File: src/pwr_sys_pkg.sv
// Constants and carriers for the power and system control register bank.
// Assumes a CPU-side data-space/I/O-space access port on the system clock.
package pwr_sys_pkg;

  // Data-space offsets and the short I/O address offset
  localparam logic [7:0] OFS_SLEEP   = 8'h53;
  localparam logic [7:0] OFS_SYSCTL  = 8'h55;
  localparam logic [7:0] OFS_GATE    = 8'h64;
  localparam logic [7:0] IO_DELTA    = 8'h20;
  localparam logic [7:0] EXT_IO_BASE = 8'h60;
  localparam logic [7:0] IO_LIMIT    = 8'h3F;
  localparam logic [7:0] RESET_VAL   = 8'h00;

  // Sleep register fields
  localparam int SLP_ARM_BIT = 0;
  localparam int SLP_SEL_LO  = 1;

  // System control register fields
  localparam int SC_JTAG_OFF  = 7;
  localparam int SC_BOD_OFF   = 6;
  localparam int SC_BOD_UNLK  = 5;
  localparam int SC_PULL_OFF  = 4;
  localparam int SC_VEC_SEL   = 1;
  localparam int SC_VEC_UNLK  = 0;
  localparam logic [7:0] SC_MASK = 8'hF3;

  // Gate register fields
  localparam int GT_TIMER_TWO = 6;

  // Timing counts in clock cycles
  localparam logic [2:0] UNLOCK_WINDOW = 3'h4;
  localparam logic [2:0] BOD_DELAY     = 3'h3;
  localparam logic [2:0] STANDBY_WAKE  = 3'h6;

  // Sleep mode encodings
  typedef enum logic [2:0] {
    MODE_IDLE     = 3'h0,
    MODE_NOISE    = 3'h1,
    MODE_PWR_DOWN = 3'h2,
    MODE_PWR_SAVE = 3'h3,
    MODE_RSVD4    = 3'h4,
    MODE_RSVD5    = 3'h5,
    MODE_STANDBY  = 3'h6,
    MODE_EXT_STBY = 3'h7
  } sleep_mode_type;

  // One CPU register access
  typedef struct packed {
    logic       wr;
    logic       rd;
    logic       io_space;
    logic [7:0] addr;
    logic [7:0] wdata;
  } reg_access_type;

  // Execution context for interrupt blocking
  typedef struct packed {
    logic in_boot;
    logic app_lock;
    logic boot_lock;
  } exec_ctx_type;

endpackage : pwr_sys_pkg
File: src/power_and_system_control_regs.sv
// Sleep, system and peripheral clock-gate registers of the controller core.
// Assumes single-cycle CPU accesses synchronous to mclk, the CPU's own sleep
// sequencer, and fuse/lock levels that are static during operation.
// Behaviour
// [RL1] Three-bit field selects the sleep mode
// [RL2] Sleep only when the arm bit is set
// [RL3] Software arms just before sleep, clears after
// [RL4] Short I/O address is offset minus 0x20
// [RL5] Extended space reachable only by data space
// [RL6] JTAG off bit disables port, else fuse
// [RL7] JTAG bit changes on two writes in four
// [RL8] Brown-out sleep-off needs timed unlock sequence
// [RL9] Brown-out off active after three, clears after three
// [RL10] Detector off only if sleep during window
// [RL11] Pull-up off bit overrides all pin pull-ups
// [RL12] Vector select picks flash start or boot
// [RL13] Vector select changes only after unlock write
// [RL14] Interrupts blocked during the vector change sequence
// [RL15] Vector unlock clears after four or select
// [RL16] Lock bits block interrupts in other section
// [RL17] Gate bits stop peripheral clocks, fixed mapping
// [RL18] Timer two gated only when synchronous
// [RL19] Gated timers resume from their held state
// [RL20] Software re-initialises serial modules after ungating
// [RL21] Converter gating cuts comparator multiplexer use
// [RL22] Software avoids gating serial peripheral during debug
// [RL23] Gated peripheral registers frozen and inaccessible
// [RL24] Standby wake-up resumes after six cycles
// [RL25] Unimplemented bits read zero, ignore writes
`timescale 1ns/1ps
module power_and_system_control_regs (
  // Clock and reset
  input  wire logic                       mclk,
  input  wire logic                       rst_n,
  // CPU register access
  input  wire pwr_sys_pkg::reg_access_type cpu_acc,
  output logic [7:0]                      cpu_rdata,
  output logic                            cpu_hit,
  // CPU sleep interface
  input  wire logic                       sleep_instr,
  input  wire logic                       wake_event,
  output logic                            sleep_go,
  output logic [2:0]                      sleep_mode,
  output logic                            brownout_off_in_sleep,
  output logic                            cpu_resume,
  // Fuses, lock bits and execution context
  input  wire logic                       jtag_fuse,
  input  wire pwr_sys_pkg::exec_ctx_type  exec_ctx,
  input  wire logic                       timer_two_async_select,
  // System controls
  output logic                            jtag_enable,
  output logic                            pullup_global_off,
  output logic                            vector_table_select,
  output logic                            irq_block,
  // Peripheral clock gates and access blocks
  output logic [7:0]                      clock_stop,
  output logic [7:0]                      periph_access_block,
  output logic                            comparator_mux_block
);

  logic [3:0] sleep_r;
  logic       jtag_off_r;
  logic       jtag_pend_r;
  logic       jtag_val_r;
  logic [2:0] jtag_cnt_r;
  logic       bod_unlk_r;
  logic [2:0] bod_unlk_cnt_r;
  logic       bod_off_r;
  logic [2:0] bod_cnt_r;
  logic       pull_off_r;
  logic       vec_sel_r;
  logic       vec_unlk_r;
  logic [2:0] vec_cnt_r;
  logic       vec_tail_r;
  logic [7:0] gate_r;
  logic       asleep_r;
  logic       wake_pend_r;
  logic [2:0] wake_cnt_r;

  logic [7:0] eff_addr;
  logic       hit_sleep;
  logic       hit_sys;
  logic       hit_gate;
  logic       wr_sys;
  logic [7:0] wd;
  logic       bod_active;
  logic       sleep_take;

  // Address mapping; the gate register has no short I/O alias
  always_comb
  begin
    eff_addr = cpu_acc.addr + pwr_sys_pkg::IO_DELTA; // RL4
    if (!cpu_acc.io_space)
      eff_addr = cpu_acc.addr;
    hit_sleep = (eff_addr == pwr_sys_pkg::OFS_SLEEP);
    hit_sys   = (eff_addr == pwr_sys_pkg::OFS_SYSCTL);
    hit_gate  = !cpu_acc.io_space && (eff_addr == pwr_sys_pkg::OFS_GATE); // RL5
    if (cpu_acc.io_space && cpu_acc.addr > pwr_sys_pkg::IO_LIMIT)
    begin
      hit_sleep = 1'b0;
      hit_sys   = 1'b0;
    end
  end

  assign wr_sys = cpu_acc.wr && hit_sys;
  assign wd     = cpu_acc.wdata;

  // Brown-out off counts as active from the third cycle after setting
  assign bod_active = bod_off_r && (bod_cnt_r >= pwr_sys_pkg::BOD_DELAY); // RL9
  assign sleep_take = sleep_instr && sleep_r[pwr_sys_pkg::SLP_ARM_BIT] && !asleep_r; // RL2

  // Sleep control register, bits 7..4 not stored
  always_ff @(posedge mclk or negedge rst_n)
  begin
    if (!rst_n)
      sleep_r <= 4'h0;
    else if (cpu_acc.wr && hit_sleep)
      sleep_r <= wd[3:0]; // RL25
  end

  // JTAG off: a value must be written twice within the window
  always_ff @(posedge mclk or negedge rst_n)
  begin
    if (!rst_n)
    begin
      jtag_off_r  <= 1'b0;
      jtag_pend_r <= 1'b0;
      jtag_val_r  <= 1'b0;
      jtag_cnt_r  <= 3'h0;
    end
    else if (wr_sys)
    begin
      if (jtag_pend_r && jtag_val_r == wd[pwr_sys_pkg::SC_JTAG_OFF])
      begin
        jtag_off_r  <= wd[pwr_sys_pkg::SC_JTAG_OFF]; // RL7
        jtag_pend_r <= 1'b0;
      end
      else
      begin
        jtag_pend_r <= 1'b1;
        jtag_val_r  <= wd[pwr_sys_pkg::SC_JTAG_OFF];
        jtag_cnt_r  <= 3'h1;
      end
    end
    else if (jtag_pend_r)
    begin
      jtag_cnt_r <= jtag_cnt_r + 3'h1;
      if (jtag_cnt_r >= pwr_sys_pkg::UNLOCK_WINDOW - 3'h1)
        jtag_pend_r <= 1'b0; // RL7
    end
  end

  // Brown-out sleep-off unlock and self-clearing bit
  always_ff @(posedge mclk or negedge rst_n)
  begin
    if (!rst_n)
    begin
      bod_unlk_r     <= 1'b0;
      bod_unlk_cnt_r <= 3'h0;
      bod_off_r      <= 1'b0;
      bod_cnt_r      <= 3'h0;
    end
    else
    begin
      if (wr_sys && wd[pwr_sys_pkg::SC_BOD_OFF] && wd[pwr_sys_pkg::SC_BOD_UNLK])
      begin
        bod_unlk_r     <= 1'b1; // RL8
        bod_unlk_cnt_r <= 3'h0;
      end
      else if (wr_sys && bod_unlk_r)
      begin
        bod_unlk_r <= 1'b0;
        if (wd[pwr_sys_pkg::SC_BOD_OFF] && !wd[pwr_sys_pkg::SC_BOD_UNLK])
        begin
          bod_off_r <= 1'b1; // RL8
          bod_cnt_r <= 3'h0;
        end
      end
      else if (bod_unlk_r)
      begin
        bod_unlk_cnt_r <= bod_unlk_cnt_r + 3'h1;
        if (bod_unlk_cnt_r >= pwr_sys_pkg::UNLOCK_WINDOW - 3'h1)
          bod_unlk_r <= 1'b0;
      end
      // Self-clear three cycles after becoming active
      if (bod_off_r && !(wr_sys && bod_unlk_r))
      begin
        bod_cnt_r <= bod_cnt_r + 3'h1;
        if (bod_cnt_r >= pwr_sys_pkg::BOD_DELAY + pwr_sys_pkg::BOD_DELAY - 3'h1)
          bod_off_r <= 1'b0; // RL9
      end
    end
  end

  // Pull-up override is a plain bit
  always_ff @(posedge mclk or negedge rst_n)
  begin
    if (!rst_n)
      pull_off_r <= 1'b0;
    else if (wr_sys)
      pull_off_r <= wd[pwr_sys_pkg::SC_PULL_OFF]; // RL11
  end

  // Vector select with unlock; unlock expires or is consumed
  always_ff @(posedge mclk or negedge rst_n)
  begin
    if (!rst_n)
    begin
      vec_sel_r  <= 1'b0;
      vec_unlk_r <= 1'b0;
      vec_cnt_r  <= 3'h0;
      vec_tail_r <= 1'b0;
    end
    else
    begin
      vec_tail_r <= 1'b0;
      if (wr_sys && wd[pwr_sys_pkg::SC_VEC_UNLK])
      begin
        vec_unlk_r <= 1'b1; // RL13
        vec_cnt_r  <= 3'h0;
      end
      else if (wr_sys && vec_unlk_r)
      begin
        vec_sel_r  <= wd[pwr_sys_pkg::SC_VEC_SEL]; // RL13
        vec_unlk_r <= 1'b0; // RL15
        vec_tail_r <= 1'b1; // RL14
      end
      else if (vec_unlk_r)
      begin
        vec_cnt_r <= vec_cnt_r + 3'h1;
        if (vec_cnt_r >= pwr_sys_pkg::UNLOCK_WINDOW - 3'h1)
          vec_unlk_r <= 1'b0; // RL15
      end
    end
  end

  // Clock gate register
  always_ff @(posedge mclk or negedge rst_n)
  begin
    if (!rst_n)
      gate_r <= pwr_sys_pkg::RESET_VAL;
    else if (cpu_acc.wr && hit_gate)
      gate_r <= wd; // RL17
  end

  // Sleep state and wake-up delay counting
  always_ff @(posedge mclk or negedge rst_n)
  begin
    if (!rst_n)
    begin
      asleep_r    <= 1'b0;
      wake_pend_r <= 1'b0;
      wake_cnt_r  <= 3'h0;
    end
    else if (sleep_take)
      asleep_r <= 1'b1;
    else if (asleep_r && wake_event && !wake_pend_r)
    begin
      wake_pend_r <= 1'b1;
      wake_cnt_r  <= 3'h1;
    end
    else if (wake_pend_r)
    begin
      wake_cnt_r <= wake_cnt_r + 3'h1;
      if (wake_cnt_r >= pwr_sys_pkg::STANDBY_WAKE - 3'h1)
      begin
        wake_pend_r <= 1'b0; // RL24
        asleep_r    <= 1'b0;
      end
    end
  end

  // Registered outputs
  always_ff @(posedge mclk or negedge rst_n)
  begin
    if (!rst_n)
    begin
      cpu_rdata             <= 8'h00;
      cpu_hit               <= 1'b0;
      sleep_go              <= 1'b0;
      sleep_mode            <= 3'h0;
      brownout_off_in_sleep <= 1'b0;
      cpu_resume            <= 1'b0;
      jtag_enable           <= 1'b0;
      pullup_global_off     <= 1'b0;
      vector_table_select   <= 1'b0;
      irq_block             <= 1'b0;
      clock_stop            <= 8'h00;
      periph_access_block   <= 8'h00;
      comparator_mux_block  <= 1'b0;
    end
    else
    begin
      cpu_hit   <= (cpu_acc.rd || cpu_acc.wr) && (hit_sleep || hit_sys || hit_gate);
      cpu_rdata <= 8'h00;
      if (cpu_acc.rd && hit_sleep)
        cpu_rdata <= {4'h0, sleep_r}; // RL25
      else if (cpu_acc.rd && hit_sys)
        cpu_rdata <= {jtag_off_r, bod_off_r, bod_unlk_r, pull_off_r, 2'h0, vec_sel_r, vec_unlk_r}
                     & pwr_sys_pkg::SC_MASK; // RL25
      else if (cpu_acc.rd && hit_gate)
        cpu_rdata <= gate_r;
      sleep_go   <= sleep_take; // RL2
      sleep_mode <= sleep_r[pwr_sys_pkg::SLP_SEL_LO +: 3]; // RL1
      if (sleep_take)
        brownout_off_in_sleep <= bod_active; // RL10
      else if (!asleep_r)
        brownout_off_in_sleep <= 1'b0;
      cpu_resume          <= wake_pend_r && (wake_cnt_r >= pwr_sys_pkg::STANDBY_WAKE - 3'h1); // RL24
      jtag_enable         <= jtag_fuse && !jtag_off_r; // RL6
      pullup_global_off   <= pull_off_r; // RL11
      vector_table_select <= vec_sel_r; // RL12
      irq_block           <= (wr_sys && wd[pwr_sys_pkg::SC_VEC_UNLK]) || vec_unlk_r || vec_tail_r // RL14
                             || (vec_sel_r && exec_ctx.app_lock && !exec_ctx.in_boot) // RL16
                             || (!vec_sel_r && exec_ctx.boot_lock && exec_ctx.in_boot); // RL16
      clock_stop <= gate_r; // RL17 RL19
      clock_stop[pwr_sys_pkg::GT_TIMER_TWO] <= gate_r[pwr_sys_pkg::GT_TIMER_TWO] && !timer_two_async_select; // RL18
      periph_access_block  <= gate_r; // RL23
      comparator_mux_block <= gate_r[0]; // RL21
    end
  end

endmodule : power_and_system_control_regs

File: config.mk
export PLATFORM = sky130hd
export DESIGN_NAME = power_and_system_control_regs
export DESIGN_NICKNAME = d
export VERILOG_FILES = /design/src/pwr_sys_pkg.sv /design/src/power_and_system_control_regs.sv
export SDC_FILE = /design/constraint.sdc
export NUM_CORES = 1
export LEC_CHECK = 0
export BUFFER_PORTS_ARGS = -buffer_cell sky130_fd_sc_hd__buf_2
export CORE_ASPECT_RATIO = 1.25
export CORE_MARGIN = 8
export CORE_UTILIZATION = 46
export DETAILED_ROUTE_END_ITERATION = 8
export PLACE_DENSITY = 0.72
export RECOVER_POWER = 100
export SYNTH_ARGS = -nofsm -noshare
export SYNTH_HDL_FRONTEND = slang
export SYNTH_SLANG_ARGS = --single-unit
File: constraint.sdc
create_clock -name mclk -period 2.2 [get_ports mclk]
set_clock_uncertainty 0.1 [all_clocks]
set_input_delay 0.44 -clock mclk [delete_from_list [all_inputs] [get_ports mclk]]
set_output_delay 0.44 -clock mclk [all_outputs]
set_load 0.03 [all_outputs]
==> impl_metrics.py <==
metrics = {
    "clocking": {
        "post_cts_buffers": 0,
        "max-clock-path-buffers": 2,
        "htreeDepth": 3,
        "cts_tree": "built",
        "clockRootBuffer": "clkbuf_8",
        "clock_latency_ns": 0.34,
        "clock-sinks": 66,
        "path_clk_slew_ns": 0.07,
        "cts_hold_buf": 0,
        "cts_inserted_buffers": 9,
        "post_cts_resized": 0,
    },
    "sta": {
        "hold-worst-slack_ns": 0.1433,
        "max-slew-margin-rel_pct": -4.516,
        "setup_tns_ns": 0,
        "max_clock_freq_mhz": 490.6,
        "drv_slew": 67,
        "setup_viol": 0,
        "rsz0062_at_grt": "false",
        "min_period_ns": 2.038,
        "period_share_pct": 92.64,
        "fin_ws_ns": 0.1619,
        "worstMarginPinSlew_ns": 1.568,
        "hold_viol_final": 0,
    },
    "placement": {
        "pre_cts_slack_ns": -0.1930,
        "port_buffers": 63,
        "place_congestion": 0.8106,
        "hpwl_mm": 4.803,
        "dp.cells": 404,
        "post_dp_cell_area_um2": 3468,
    },
    "worst_setup_path": {
        "path_class": "in2reg",
        "path_max_fanout": 4,
        "crit_chain": "buf_2, clkbuf_1, and4bb_1, o211a_1, nand2_1, or4_1, mux2_1",
        "crit_path_end_kind": "flop",
        "setup.worst_path.start_class": "primary input",
        "crit_arrival_ns": 2.15,
        "max_stage_delay_ns": 0.50,
        "cp.required_ns": 2.31,
        "worst_path_max_delay_cell": "or4_1",
    },
    "drt": {
        "wl_per_cell_um": 15.24,
        "antenna_left": 0,
        "vias_per_cell": 5.138,
        "drt_iter0_markers": 72,
        "wl_mm": 6.387,
        "drt-pass1-iter-count": 4,
        "drc": 0,
        "vias": 2153,
    },
    "die": {
        "core_area_um2": 6206,
        "die_height_um": 105.6,
        "fp.dieW_um": 87.68,
        "io_pins": 64,
        "die_area_um2": 9258,
        "start_util_pct": 47.60,
        "rows": 32,
    },
    "grt": {
        "grt_antenna_before_repair": 0,
        "grt_pass1_wl_mm": 10.49,
        "grt_overflow": 0,
        "grt_start_max_net_pins": 67,
        "groute.usage.overall_pct": 14.71,
        "grt_pass1_vias": 2161,
    },
    "min_path": {
        "hold_path.class": "in2reg",
    },
    "logic_synthesis": {
        "ys_ff_latch": 66,
        "ys_top_cells_by_area": "dfrtp_1 56%, ha_1 5.1%, mux2_2 3.4%",
        "synth_area_um2": 2954,
        "syn_nets": 290,
        "synth_cell_types": 50,
        "synth_common_cells": "66 x dfrtp_1, 23 x nand2_1, 13 x inv_1, 13 x o21ai_0, 12 x ha_1",
        "syn-instance-count": 250,
        "yosys.area_share.xor_xnor_pct": 1.186,
        "yosysMostFrequentCell": "dfrtp_1",
        "syn_area_per_cell_um2": 11.82,
        "synth-edff-count": 0,
        "yosys.area_share.simple_pct": 12.03,
        "synthMuxAreaShare_pct": 7.200,
        "synth_top_area_share_pct": 55.91,
        "ys_seq_area_share_pct": 55.91,
        "synth_warnings": 0,
        "synth_top_area_cell": "dfrtp_1",
        "synth_compound_area_share_pct": 13.26,
        "ys.flop_type": "dfrtp_1",
        "synthAdderAreaFrac_pct": 5.083,
        "synth_top_family_by_area": "compound AO/OA/AOI/OAI gates",
        "synth_async_sr_flop_share_pct": 100.0,
    },
    "outcome": {
        "violations": "max-capacitance violations, max-slew violations",
        "run_status": "complete, but fails checks",
    },
    "finish": {
        "diodes": 0,
        "syn_to_final_growth_pct": 19.70,
        "finalNonFillerCells": 419,
        "nNetsFinal": 370,
        "drive_above_1_share_pct": 20.66,
        "fin_area_um2": 3536,
    },
    "power": {
        "cellLeakagePower_nw": 1.688,
        "p_per_area_nw_per_um2": 806.6,
        "ir_drop_mv": 0.4495,
    },
    "flow_run": {
        "drv_cap": 1,
    },
}
layer usage:
metal  wire length [µm]  up-vias  track usage, %
met3                366        8           4.196
met5                  0        -               0
met4                 97        0           6.782
met2               3170       58           23.72
met1               2752     1041           17.58
li1                   -     1046               -
power by group:
| part | switching [mW] | leakage [nW] | internal (mW) |
|---|---|---|---|
| Clock | 0.439 | 0.0941 | 0.543 |
| Combinational | 0.238 | 0.695 | 0.186 |
| Sequential | 0.112 | 0.898 | 1.33 |
through the flow:
stage	power [mW]	utilization [%]
6_report	2.852	56.98
5_1_grt	3.009	56.98
4_1_cts	2.896	58.99
3_5_place_dp	1.908	55.89
3_3_place_gp	1.882	55.89
2_1_floorplan	1.737	-
final cells by class:
cell class | count | area (µm²)
clock buffers | 10 | 137.6
clock inverters | 5 | 55.05
fillers | 557 | 2670
inverters | 13 | 48.80
multi-input cells | 154 | 1134
flip-flops and latches | 66 | 1652
well taps | 85 | 106.4
repair buffers | 86 | 402.9
cells by family (layout without fill, tap and decap cells):
kind of cell	after synthesis	in the layout
muxes	18	18
AOI/OAI and AO/OA	55	55
buffers and inverters	30	114
adders and majority gates	12	12
xor gates and xnor gates	4	4
DFF	66	66
and+or+nand+nor	65	65
path summary, 6_finish.rpt:
path / from / to / slack (ns) / depth (start not counted)
max in group asynchronous: rst_n / periph_access_block[3] / 0.59 / 2
hold reg to reg: gate_r[2] / periph_access_block[2] / 0.31 / 0
hold / removal: timer_two_async_select / clock_stop[6] / 0.14 / 2
setup reg to reg: bod_unlk_r / bod_cnt_r[0] / 0.57 / 5
setup / recovery: cpu_acc[13] / sleep_r[2] / 0.16 / 7
min in group asynchronous: rst_n / bod_cnt_r[1] / 0.48 / 2
sequential cells by signal, indices dropped and copies added, names as in the netlist, 2 cells and up:
register             flops
wake_cnt_r               3
periph_access_block      7
cpu_rdata                8
bod_cnt_r                3
bod_unlk_cnt_r           3
vec_cnt_r                3
clock_stop               2
gate_r                   8
jtag_cnt_r               3
sleep_mode               3
sleep_r                  4
cell usage in the layout, fill, tap and decap left out, types with 2 or more instances in the layout:
master,count
mux2_2,9
a211oi_1,2
xor2_1,2
mux2i_1,4
a211o_1,2
clkbuf_1,46
nor3b_1,3
a21oi_1,7
nor3_1,2
nand3_1,8
clkinvlp_4,2
nor2b_1,4
inv_1,13
ha_1,11
clkinv_2,2
mux2_1,5
nor4_1,3
buf_2,26
o22ai_1,2
xnor2_1,2
nand2_1,23
o21ai_0,13
a31oi_1,2
dfrtp_1,66
buf_4,12
nand4_1,2
a32o_1,2
nor2_1,11
o31ai_1,3
o2bb2ai_1,6
a21o_1,3
a22oi_1,6
clkbuf_2,2
clkbuf_8,10
critical path: cells and delay by family:
family,cells,cell delay [ns]
buffers and inverters,2,0.27
muxes,1,0.36
AOI/OAI and AO/OA,1,0.22
and+or+nand+nor,3,0.87
No activity file was read; power rests on OpenSTA's default activity.
